File: src/misc_config_pkg.sv
// constants for the miscellaneous pci configuration register of the ohci function
// assumes a 256-byte configuration space with byte addresses and dword accesses
package misc_config_pkg;
    // placement in configuration space
    localparam logic [7:0] MISC_CFG_OFFSET = 8'hf0;
    // field positions
    localparam int PME_DEEP_OFF_BIT = 15;
    localparam int PCI23_BIT = 11;
    localparam int PME_SKIP_BIT = 10;
    localparam int LRCS_LO_BIT = 8;
    localparam int VENDOR_ID_FLAG_BIT = 26;
    // value after reset
    localparam logic [31:0] MISC_CFG_RESET = 32'h00000a90;
    // bits of the low byte that hold storage; bits 6 and 5 read as zero
    localparam logic [7:0] LOW_BYTE_RW_MASK = 8'h9f;
    // read command select codes
    localparam logic [1:0] LRCS_LINE = 2'h0;
    localparam logic [1:0] LRCS_PLAIN = 2'h1;
    localparam logic [1:0] LRCS_MULTIPLE = 2'h2;
    // pci bus command codes
    localparam logic [3:0] CMD_MEM_READ = 4'h6;
    localparam logic [3:0] CMD_MEM_READ_MULTIPLE = 4'hc;
    localparam logic [3:0] CMD_MEM_READ_LINE = 4'he;
    // longest read that always uses a plain memory read
    localparam int SHORT_READ_PHASES = 2;
endpackage

File: src/read_cmd_if.sv
// carrier between the register bank and the read command picker
// assumes both ends run on the same configuration clock
`timescale 1ns/10ps
interface read_cmd_if #(
    parameter int PHASE_W = 8
);
    logic [1:0] selectField;
    logic [PHASE_W-1:0] phaseCount;
    logic [3:0] command;

    modport picker (
        input selectField,
        input phaseCount,
        output command
    );
    modport owner (
        output selectField,
        output phaseCount,
        input command
    );
endinterface

File: src/read_cmd_picker.sv
// picks the pci read command for a master read of a given length
// assumes the owner registers the result
`timescale 1ns/10ps
module read_cmd_picker #(
    parameter int PHASE_W = 8
) (
    read_cmd_if.picker rc
);
    localparam logic [PHASE_W-1:0] SHORT_LIMIT = PHASE_W'(misc_config_pkg::SHORT_READ_PHASES);

    wire isShort = (rc.phaseCount <= SHORT_LIMIT);
    wire [3:0] longCommand;

    // the reserved code falls back to the reset code, read multiple
    assign longCommand = (rc.selectField == misc_config_pkg::LRCS_LINE) ?
                         misc_config_pkg::CMD_MEM_READ_LINE :
                         (rc.selectField == misc_config_pkg::LRCS_PLAIN) ?
                         misc_config_pkg::CMD_MEM_READ :
                         misc_config_pkg::CMD_MEM_READ_MULTIPLE;
    assign rc.command = isShort ? misc_config_pkg::CMD_MEM_READ : longCommand;
endmodule

File: src/ohci_misc_config.sv
// miscellaneous pci configuration register of the ohci function, with the
// pme gating and the read command choice that it steers
// assumes one-cycle access strobes from the configuration decoder, all
// inputs synchronous to clock
//
// Functional notes
// - bits 31 to 16 read zero, writes to them are dropped.
// - pme-from-deep-off flag bit 15 is tied to zero.
// - bits 14 to 12 read zero.
// - pci 2.3 conformance flag bit 11 is tied to one, writes ignored.
// - read-write bit 10 is mirrored to vendor id bit 26.
// - bit 10 clear: pme needs master irq enable; set: enable ignored.
// - reads of one or two data phases always use plain memory read.
// - longer reads use select field: 00 line, 01 plain, 10 multiple.
// - reserved select code 11 behaves as read multiple.
// - register sits at configuration offset f0h of the ohci function.
`timescale 1ns/10ps
module ohci_misc_config #(
    parameter int PHASE_W = 8
) (
    // clock and reset
    input wire logic clock,
    input wire logic nrst,
    // configuration access port
    input wire logic cfgWrite,
    input wire logic cfgRead,
    input wire logic [7:0] cfgAddr,
    input wire logic [3:0] cfgByteEn,
    input wire logic [31:0] cfgWriteData,
    output logic [31:0] cfgReadData,
    output logic cfgReadValid,
    output logic cfgReadHit,
    // pme generation
    input wire logic unmaskedIrqPending,
    input wire logic master_interrupt_enable,
    output logic pmeRequest,
    // vendor identification mirror
    output logic vendorIdFlag,
    // pci master read command
    input wire logic readRequest,
    input wire logic [PHASE_W-1:0] readPhases,
    output logic [3:0] readCommand,
    output logic readCommandValid,
    // low byte controls used elsewhere in the function
    output logic pmVersionCtrl,
    output logic noTargetAbort,
    output logic serialBusEnable,
    output logic keepPhyClock,
    output logic keepPciClock,
    output logic keepPclkRunning
);
    // stored state
    logic pme_skip_master_irq_gate_reg;
    logic pme_skip_master_irq_gate_next;
    logic [1:0] long_read_command_select_reg;
    logic [1:0] long_read_command_select_next;
    logic [7:0] lowByte_reg;
    logic [7:0] lowByte_next;
    // answers
    logic [31:0] cfgReadData_reg;
    logic cfgReadValid_reg;
    logic cfgReadHit_reg;
    logic pmeRequest_reg;
    logic vendorIdFlag_reg;
    logic [3:0] readCommand_reg;
    logic readCommandValid_reg;

    read_cmd_if #(.PHASE_W(PHASE_W)) rcBus ();

    read_cmd_picker #(.PHASE_W(PHASE_W)) picker (
        .rc(rcBus)
    );

    // address decode: only the dword at the misc offset belongs here
    wire addrHit = (cfgAddr[7:2] == misc_config_pkg::MISC_CFG_OFFSET[7:2]);
    wire writeHit = cfgWrite && addrHit;
    wire writeByte1 = writeHit && cfgByteEn[1];
    wire writeByte0 = writeHit && cfgByteEn[0];

    // byte lanes 2 and 3 have no storage, so their writes vanish
    assign pme_skip_master_irq_gate_next = writeByte1 ?
                                           cfgWriteData[misc_config_pkg::PME_SKIP_BIT] :
                                           pme_skip_master_irq_gate_reg;
    assign long_read_command_select_next = writeByte1 ?
                                           cfgWriteData[misc_config_pkg::LRCS_LO_BIT +: 2] :
                                           long_read_command_select_reg;
    assign lowByte_next = writeByte0 ?
                          (cfgWriteData[7:0] & misc_config_pkg::LOW_BYTE_RW_MASK) :
                          lowByte_reg;

    // read image of the whole register
    wire [31:0] regImage;
    assign regImage[31:16] = 16'h0000;
    assign regImage[15] = 1'b0;
    assign regImage[14:12] = 3'h0;
    assign regImage[11] = 1'b1;
    assign regImage[10] = pme_skip_master_irq_gate_reg;
    assign regImage[9:8] = long_read_command_select_reg;
    assign regImage[7:0] = lowByte_reg;

    // unmapped addresses read zero with the hit flag low
    wire [31:0] readData = addrHit ? regImage : 32'h00000000;

    // pme path: the gate is bypassed while the skip bit is set
    wire pmeNext = unmaskedIrqPending &&
                   (master_interrupt_enable || pme_skip_master_irq_gate_reg);

    assign rcBus.selectField = long_read_command_select_reg;
    assign rcBus.phaseCount = readPhases;

    // reset of the register fields
    localparam logic PME_SKIP_RESET = misc_config_pkg::MISC_CFG_RESET[10];
    localparam logic [1:0] LRCS_RESET = misc_config_pkg::MISC_CFG_RESET[9:8];
    localparam logic [7:0] LOW_RESET = misc_config_pkg::MISC_CFG_RESET[7:0];

    always_ff @(posedge clock) begin
        if (!nrst) begin
            pme_skip_master_irq_gate_reg <= PME_SKIP_RESET;
            long_read_command_select_reg <= LRCS_RESET;
            lowByte_reg <= LOW_RESET;
        end else begin
            pme_skip_master_irq_gate_reg <= pme_skip_master_irq_gate_next;
            long_read_command_select_reg <= long_read_command_select_next;
            lowByte_reg <= lowByte_next;
        end
    end

    // read answers one cycle after the strobe
    always_ff @(posedge clock) begin
        if (!nrst) begin
            cfgReadData_reg <= 32'h00000000;
            cfgReadValid_reg <= 1'b0;
            cfgReadHit_reg <= 1'b0;
        end else begin
            cfgReadData_reg <= cfgRead ? readData : 32'h00000000;
            cfgReadValid_reg <= cfgRead;
            cfgReadHit_reg <= cfgRead && addrHit;
        end
    end

    // pme request and the mirrored vendor flag are registered; the vendor flag follows stored bit 10 one cycle late
    always_ff @(posedge clock) begin
        if (!nrst) begin
            pmeRequest_reg <= 1'b0;
            vendorIdFlag_reg <= 1'b0;
        end else begin
            pmeRequest_reg <= pmeNext;
            vendorIdFlag_reg <= pme_skip_master_irq_gate_reg;
        end
    end

    // command is held until the next request so the master can sample late
    always_ff @(posedge clock) begin
        if (!nrst) begin
            readCommand_reg <= misc_config_pkg::CMD_MEM_READ;
            readCommandValid_reg <= 1'b0;
        end else begin
            readCommandValid_reg <= readRequest;
            if (readRequest) begin
                readCommand_reg <= rcBus.command;
            end
        end
    end

    assign cfgReadData = cfgReadData_reg;
    assign cfgReadValid = cfgReadValid_reg;
    assign cfgReadHit = cfgReadHit_reg;
    assign pmeRequest = pmeRequest_reg;
    assign vendorIdFlag = vendorIdFlag_reg;
    assign readCommand = readCommand_reg;
    assign readCommandValid = readCommandValid_reg;
    assign pmVersionCtrl = lowByte_reg[7];
    assign noTargetAbort = lowByte_reg[4];
    assign serialBusEnable = lowByte_reg[3];
    assign keepPhyClock = lowByte_reg[2];
    assign keepPciClock = lowByte_reg[1];
    assign keepPclkRunning = lowByte_reg[0];
endmodule

File: config.mk
export PLATFORM = sky130hd
export DESIGN_NAME = ohci_misc_config
export DESIGN_NICKNAME = d
export VERILOG_FILES = /design/src/misc_config_pkg.sv /design/src/read_cmd_if.sv /design/src/read_cmd_picker.sv /design/src/ohci_misc_config.sv
export SDC_FILE = /design/constraint.sdc
export NUM_CORES = 1
export LEC_CHECK = 0
export ABC_AREA = 1
export BUFFER_PORTS_ARGS = -buffer_cell sky130_fd_sc_hd__buf_2
export CORE_MARGIN = 5
export CORE_UTILIZATION = 30
export DETAILED_ROUTE_END_ITERATION = 10
export GPL_ROUTABILITY_DRIVEN = 0
export GPL_TIMING_DRIVEN = 0
export PLACE_DENSITY = 0.74
export SLEW_MARGIN = 0
export SYNTH_ARGS = -nofsm -noshare
export SYNTH_HDL_FRONTEND = slang
export SYNTH_HIERARCHICAL = 1
export SYNTH_SLANG_ARGS = --single-unit
File: constraint.sdc
create_clock -name clock -period 0.85 [get_ports clock]
set_clock_uncertainty 0.15 [all_clocks]
set_input_delay 0.0425 -clock clock [delete_from_list [all_inputs] [get_ports clock]]
set_output_delay 0.0425 -clock clock [all_outputs]
set_load 0.01 [all_outputs]
==> flow_summary_export.csv, run 1 <==
group,metric,value,unit
placed_design,port-buffer-count,55,
pwr,power.net_switching,0.6210,mW
drt,drc_viols,0,
placed_design,placement.setup.worst_slack,-0.2296,ns
pwr,comb_power_share,16.0,%
timing,timing.final.max_slew_violations,0,
grt,largest_net_degree_at_the_start_of_global_routing,16,
floorplanning,die_width,74.06,um
worst_setup_path,critical_path.startpoint_type,"flip-flop",
drt,first_pass_iters,4,
worst_setup_path,path_class,"flip-flop to primary output",
worst_setup_path,worst_path_cell_chain,"buf_6",
drt,drt_wl_total,3.161,mm
min_path,hold-path-endpoint,"cfgReadValid$_SDFF_PN0_",
pwr,p_sw_share,23.92,%
worst_setup_path,regToRegSetupSlack,-0.05,ns
grt,groute.usage.overall,10.75,%
clock_tree,tritoncts.num_buffers,3,
floorplanning,dieHeight,74.06,um
pwr,intPower,1.975,mW
timing,unrepaired_setup_endpoints_after_global_routing,"yes",
clock_tree,cts_buffer_depth,2,
yosys,ys_warn_count,6,
worst_setup_path,cp.buffers_inverters,1,
pwr,pwr_density_cell,1267,nW/um^2
min_path,hold_path.startpoint,"cfgRead",
pwr,peakVddDrop,551.6,uV
yosys,syn_avg_cell_area,7.995,um^2
floorplanning,die-area,5485,um^2
timing,final.setup.worst_slack,-0.07733,ns
clock_tree,insertion_delay,0.27,ns
worst_setup_path,timing.critical_path.required,0.66,ns
grt,gr-total-overflow,0,
timing,post-route-period-util,109.1,%
grt,grt_antenna_before_repair,0,
layout,largest_reg_flops,10,
floorplanning,ioPinCount,106,
clock_tree,clock-sinks,28,
worst_setup_path,timing.critical_path.to_type,"primary output",
layout,final_common_cell,"sky130_fd_sc_hd__buf_2",
clock_tree,clock_tree_from_tritoncts,"yes",
status,violations,"negative hold slack, negative setup slack",
pwr,power_frac_seq,52.0,%
layout,layout_common_cells,"sky130_fd_sc_hd__buf_2, sky130_fd_sc_hd__buf_4, sky130_fd_sc_hd__conb_1",
timing,max_clock_freq,1.078,GHz
placed_design,placed_cells_incl_taps,280,
clock_tree,root_buffer,"sky130_fd_sc_hd__clkbuf_8",
drt,num_vias,1136,
worst_setup_path,cp.depth,1,
yosys,post_synth_inst_count,154,
worst_setup_path,crit_path_max_fanout,2,
layout,finish.utilization,51.24,%
yosys,synth.ff_latch_count,28,
yosys,syn-cell-area,1231,um^2
drt,detail_route.iter0.violations,48,
worst_setup_path,worstPathArrival,0.73,ns
placed_design,post-dp-hpwl,2.225,mm
layout,fill_cells,387,
layout,final-instance-count-excl-fill,299,
worst_setup_path,critPathTopFamily,"flip-flops",
worst_setup_path,timing.critical_path.slowest_stage_cell,"sky130_fd_sc_hd__dfxtp_2",
timing,final.hold.worst_slack,-0.1581,ns
pwr,p_leak,1.121,nW
yosys,yosysUniqueCellTypes,17,
pwr,power.share.clock,32.0,%
grt,first_pass_grt_wire_length,4.623,mm
timing,report.final.hold_viol_count,13,
layout,antennaDiodeCount,0,
min_path,worst_hold_path_type,"primary input to flip-flop",
min_path,min_delay_path_depth,3,
drt,detail_route.vias_per_cell,3.799,
job,cap_violations,0,
worst_setup_path,critical-path-max-stage-delay,0.35,ns
clock_tree,htreeDepth,1,
drt,detail_route.wl_per_cell,10.57,um
layout,layout.cell_area.non_filler,2049,um^2
placed_design,placed_area,1648,um^2
layout,syn_to_final_growth,66.46,%
clock_tree,path_clk_slew,0.10,ns
layout,design.final.nets,309,
worst_setup_path,worstReg2RegStart,"long_read_command_select_reg[0]$_SDFFE_PN0P_",
floorplanning,rows,23,
floorplanning,coreArea,4000,um^2
grt,number_of_global_route_vias_before_repair,1129,
status,run_status,"finished, violations left",
timing,finalSetupViolations,26,
floorplanning,initial_utilization,30.78,%
timing,layout_min_cycle_time,0.9273,ns
worst_setup_path,ff_to_ff_end,"readCommand[3]$_SDFFE_PN0P_",
worst_setup_path,r2r_cells,5,
layout,drive_above_1_share,55.02,%
yosys,synth_seq_area_share,45.53,%
drt,ant_nets,0,
-- per-stage QoR --
step,hold WS (ns),setup TNS [ns],power (mW)
6_report,-0.1581,-1.482,2.597
5_1_grt,-0.1471,-2.541,2.720
4_1_cts,-0.1609,-1.653,2.575
3_5_place_dp,0.1167,-3.762,1.692
3_3_place_gp,0.1154,-3.467,1.688
2_1_floorplan,-0.01405,0,1.574
-- area by class of cell --
| cell class | instances | area (um^2) | share of cell area (%) |
|---|---|---|---|
| plain buffers | 27 | 210.2 | 10.26 |
| clock buffers | 4 | 55.05 | 2.686 |
| inverters | 18 | 67.56 | 3.297 |
| multi-input cells | 103 | 538.0 | 26.25 |
| flip-flops and latches | 28 | 589.3 | 28.75 |
| well taps | 50 | 62.56 | 3.052 |
| repair buffers | 69 | 526.8 | 25.70 |
-- logic make-up (layout without fill, tap and decap cells) --
| kind of cell | count (synthesis) | after routing | share of synthesized area (%) |
|---|---|---|---|
| flops | 28 | 28 | 45.53 |
| compound gates | 4 | 4 | 2.032 |
| buf+inv | 45 | 118 | 22.56 |
| other cells | 3 | 24 | 0.9146 |
| simple gates | 74 | 75 | 28.96 |
-- metal layers --
layer	global-route usage [%]	share of wire [%]	vias to the layer above
met5	0	0	-
met3	4.054	8.9	4
met1	11.07	38	468
met4	4.225	0.92	0
met2	19.59	52	52
li1	-	-	612
-- synthesized netlist by cell type --
| cell | n | area [um^2] |
|---|---|---|
| sky130_fd_sc_hd__nand4_4 | 1 | 21.27 |
| sky130_fd_sc_hd__nand2_2 | 2 | 12.51 |
| sky130_fd_sc_hd__nand4_1 | 3 | 18.77 |
| sky130_fd_sc_hd__nand4_2 | 1 | 12.51 |
| sky130_fd_sc_hd__nor2_4 | 1 | 11.26 |
| sky130_fd_sc_hd__nor2_2 | 10 | 62.56 |
| sky130_fd_sc_hd__buf_4 | 25 | 187.7 |
| sky130_fd_sc_hd__conb_1 | 3 | 11.26 |
| sky130_fd_sc_hd__o211a_1 | 1 | 10.01 |
| sky130_fd_sc_hd__o21ai_0 | 2 | 10.01 |
| sky130_fd_sc_hd__nor2_1 | 24 | 90.09 |
| sky130_fd_sc_hd__buf_6 | 2 | 22.52 |
| sky130_fd_sc_hd__dfxtp_1 | 28 | 560.5 |
| sky130_fd_sc_hd__inv_1 | 18 | 67.56 |
| sky130_fd_sc_hd__o21ai_1 | 1 | 5.000 |
| sky130_fd_sc_hd__nand3_1 | 6 | 30.03 |
| sky130_fd_sc_hd__nand2_1 | 26 | 97.59 |
-- what timing repair did --
action / in CTS / in global routing
hold buffers: 11 / 1
pin swaps: 1 / 11
buffers inserted: 3 / 0
gates cloned: 0 / 1
gates resized for setup: 24 / 34
endpoints found under the setup margin: 27 / 40
hold endpoints to repair: 17 / 12
-- power by group through the flow --
stage                     Clock (mW)  Sequential (mW)  Combinational, mW
after floorplan                    0             1.39              0.189
after detailed placement           0             1.37              0.319
after CTS                      0.851             1.35              0.376
final                          0.832             1.35              0.414
after global placement             0             1.37              0.316
after global routing           0.912             1.35              0.455
-- worst max-delay path by stage --
stage | startpoint | endpoint
2_1_floorplan | long_read_command_select_reg[0]$_SDFFE_PN0P_ | readCommand[3]$_SDFFE_PN0P_
3_3_place_gp | cfgAddr[2] | lowByte_reg[1]$_SDFFE_PN0P_
3_5_place_dp | cfgAddr[3] | cfgReadData[7]$_SDFF_PN0_
4_1_cts | cfgReadData[7]$_SDFF_PN0_ | cfgReadData[7]
5_1_grt | lowByte_reg[2]$_SDFFE_PN0P_ | keepPhyClock
6_report | readCommand[2]$_SDFFE_PN1P_ | readCommand[2]
Power figures use the tool's default switching activity.
==> run 2: changes to the inputs <==
--- a/config.mk
+++ b/config.mk
@@ -12,7 +12,7 @@
 export DETAILED_ROUTE_END_ITERATION = 10
 export GPL_ROUTABILITY_DRIVEN = 0
 export GPL_TIMING_DRIVEN = 0
-export PLACE_DENSITY = 0.74
+export PLACE_DENSITY = 0.72
 export SLEW_MARGIN = 0
 export SYNTH_ARGS = -nofsm -noshare
 export SYNTH_HDL_FRONTEND = slang
==> constraint.sdc (replaced) <==
create_clock -name clock -period 1 [get_ports clock]
set_clock_uncertainty 0.15 [all_clocks]
set_input_delay 0.05 -clock clock [delete_from_list [all_inputs] [get_ports clock]]
set_output_delay 0.05 -clock clock [all_outputs]
set_load 0.01 [all_outputs]
==> run 2 against run 1 <==
Net effect: the flow finishes with violations (negative hold slack); sequential cell count stayed put; global-route usage is 0.23 points lower; setup slack better by 0.13 ns; clock-buffer cell count is 1 lower; critical path depth is 3 higher; core utilization is 4.9 points lower; routed wire length is 9.2% lower; combinational power is 21% lower; worst hold slack better by 0.083 ns; sequential power is 16% lower; sequential share of layout area is 1.7 points higher; critical path type is now primary input to flip-flop; critical endpoint is now lowByte_reg[4]$_SDFFE_PN1P_; largest power group unchanged.
==> flow_summary_export.csv, run 2 (same netlist as run 1, synthesis figures left out) <==
group,metric,value,unit
status,run_status,"finished, violations left",
status,violations,"negative hold slack",
drt,detail_route.vias_per_cell,3.732,
worst_setup_path,timing.critical_path.to_type,"flip-flop",
worst_setup_path,cp-startpoint,"cfgWrite",
worst_setup_path,critical-path-max-stage-delay,0.60,ns
drt,drc_viols,0,
worst_setup_path,crit_path_max_fanout,3,
grt,grt_antenna_before_repair,0,
worst_setup_path,critical_path.startpoint_type,"primary input",
worst_setup_path,cp.buffers_inverters,2,
placed_design,placement.setup.worst_slack,-0.07277,ns
clock_tree,tritoncts.num_buffers,3,
worst_setup_path,worstReg2RegStart,"long_read_command_select_reg[1]$_SDFFE_PN1P_",
clock_tree,postCtsSetupRepairBufs,0,
layout,largest_reg_flops,10,
pwr,pwr_density_cell,1109,nW/um^2
drt,first_pass_iters,2,
worst_setup_path,critPathTopFamily,"buffers and inverters",
timing,final.hold.worst_slack,-0.07535,ns
pwr,peakVddDrop,534.9,uV
worst_setup_path,cp.depth,4,
worst_setup_path,regToRegSetupSlack,0.08,ns
clock_tree,clock-sinks,28,
layout,design.final.nets,310,
layout,antennaDiodeCount,0,
floorplanning,coreArea,4000,um^2
grt,groute.usage.overall,10.52,%
timing,layout_min_cycle_time,0.9435,ns
timing,max_clock_freq,1.060,GHz
grt,number_of_global_route_vias_before_repair,1063,
floorplanning,die-area,5485,um^2
grt,first_pass_grt_wire_length,4.581,mm
job,cap_violations,0,
clock_tree,clock_tree_from_tritoncts,"yes",
worst_setup_path,ff_to_ff_end,"readCommand[3]$_SDFFE_PN0P_",
clock_tree,insertion_delay,0.26,ns
floorplanning,dieHeight,74.06,um
layout,final_common_cell,"sky130_fd_sc_hd__buf_2",
clock_tree,path_clk_slew,0.09,ns
worst_setup_path,timing.critical_path.required,1.01,ns
timing,finalSetupViolations,0,
layout,drive_above_1_share,40.96,%
clock_tree,cts_buffer_depth,2,
timing,report.final.hold_viol_count,7,
timing,timing.final.max_slew_violations,0,
floorplanning,rows,23,
worst_setup_path,worstPathArrival,0.95,ns
placed_design,post-dp-hpwl,2.262,mm
drt,ant_nets,0,
worst_setup_path,setup.worst_path.end,"lowByte_reg[4]$_SDFFE_PN1P_",
layout,syn_to_final_growth,50.41,%
layout,layout_common_cells,"sky130_fd_sc_hd__buf_2, sky130_fd_sc_hd__nand2_1, sky130_fd_sc_hd__dfxtp_1",
timing,final.setup.worst_slack,0.05649,ns
layout,finish.utilization,46.29,%
drt,num_vias,1116,
timing,post-route-period-util,94.35,%
layout,fill_cells,400,
grt,largest_net_degree_at_the_start_of_global_routing,15,
worst_setup_path,worst_path_cell_chain,"buf_2 -> dlygate4sd3_1 -> nand4_1 -> nand3_1",
grt,gr-total-overflow,0,
clock_tree,root_buffer,"sky130_fd_sc_hd__clkbuf_8",
placed_design,port-buffer-count,55,
drt,detail_route.wl_per_cell,9.595,um
floorplanning,initial_utilization,30.78,%
worst_setup_path,timing.critical_path.slowest_stage_cell,"sky130_fd_sc_hd__dlygate4sd3_1",
drt,drt_wl_total,2.869,mm
worst_setup_path,path_class,"primary input to flip-flop",
floorplanning,die_width,74.06,um
timing,unrepaired_setup_endpoints_after_global_routing,"no",
pwr,p_leak,1.080,nW
min_path,worst_hold_path_type,"primary input to flip-flop",
floorplanning,ioPinCount,106,
worst_setup_path,r2r_cells,4,
drt,detail_route.iter0.violations,41,
clock_tree,htreeDepth,1,
run 2: cell count changes in the layout (fill, tap and decap cells not counted), sizes merged:
cell	delta
buf	-3
nand4	-1
dlymetal6s4s	-1
clkbuf	-1
dlygate4sd3	+6
run 2: area by class of cell:
class	instances	area, um^2	area share [%]
clock buffer	3	41.29	2.230
sequential	28	563.0	30.41
timing repair buffer	71	435.4	23.51
buffer	27	210.2	11.35
tap	50	62.56	3.378
multi-input combinational	102	471.7	25.47
inverter	18	67.56	3.649
run 2: what timing repair did:
action	CTS	global route
hold buffers	15	1
setup endpoints to repair	0	2
endpoints found under the hold margin	17	7
resized for setup	0	2
run 2: worst min-delay path by stage:
stage	slack, ns	end	from	cells after the start
2_1_floorplan	-0.007	readCommandValid$_SDFF_PN0_	readRequest	2
3_3_place_gp	0.12	pmeRequest$_SDFF_PN0_	unmaskedIrqPending	2
3_5_place_dp	0.13	pmeRequest$_SDFF_PN0_	master_interrupt_enable	2
4_1_cts	-0.13	cfgReadValid$_SDFF_PN0_	cfgRead	3
5_1_grt	-0.07	lowByte_reg[1]$_SDFFE_PN0P_	nrst	3
6_report	-0.08	pme_skip_master_irq_gate_reg$_SDFFE_PN0P_	nrst	3
run 2: layer usage:
layer  vias up  wire length, um  GRT usage, %
met2        44             1402         18.80
li1        603                -             -
met3         2              261         3.243
met5         -                0             0
met1       467             1194         12.27
met4         0               11         2.414
run 2: worst reg2reg max path, cell delays in order (launching register included):
cell and delay, ns:
sky130_fd_sc_hd__dfxtp_1 0.39, sky130_fd_sc_hd__nor2_1 0.06, sky130_fd_sc_hd__nor2_1 0.12, sky130_fd_sc_hd__nor2_1 0.06, sky130_fd_sc_hd__nor2_1 0.09
run 2: stage by stage:
step	total power [mW]	setup TNS, ns	instance area [um^2]	cells
finish	2.053	0	1852	299
global route	2.151	0	1852	299
CTS	2.075	0	1839	298
detailed placement	1.440	-0.7742	1648	280
global placement	1.436	-0.6591	1648	280
floorplan	1.338	0	1310	175
run 2: power by group:
group          switching [mW]  total [mW]  internal, mW
registers             0.00794        1.14          1.13
logic                   0.146       0.325         0.179
clock network           0.316       0.586         0.269
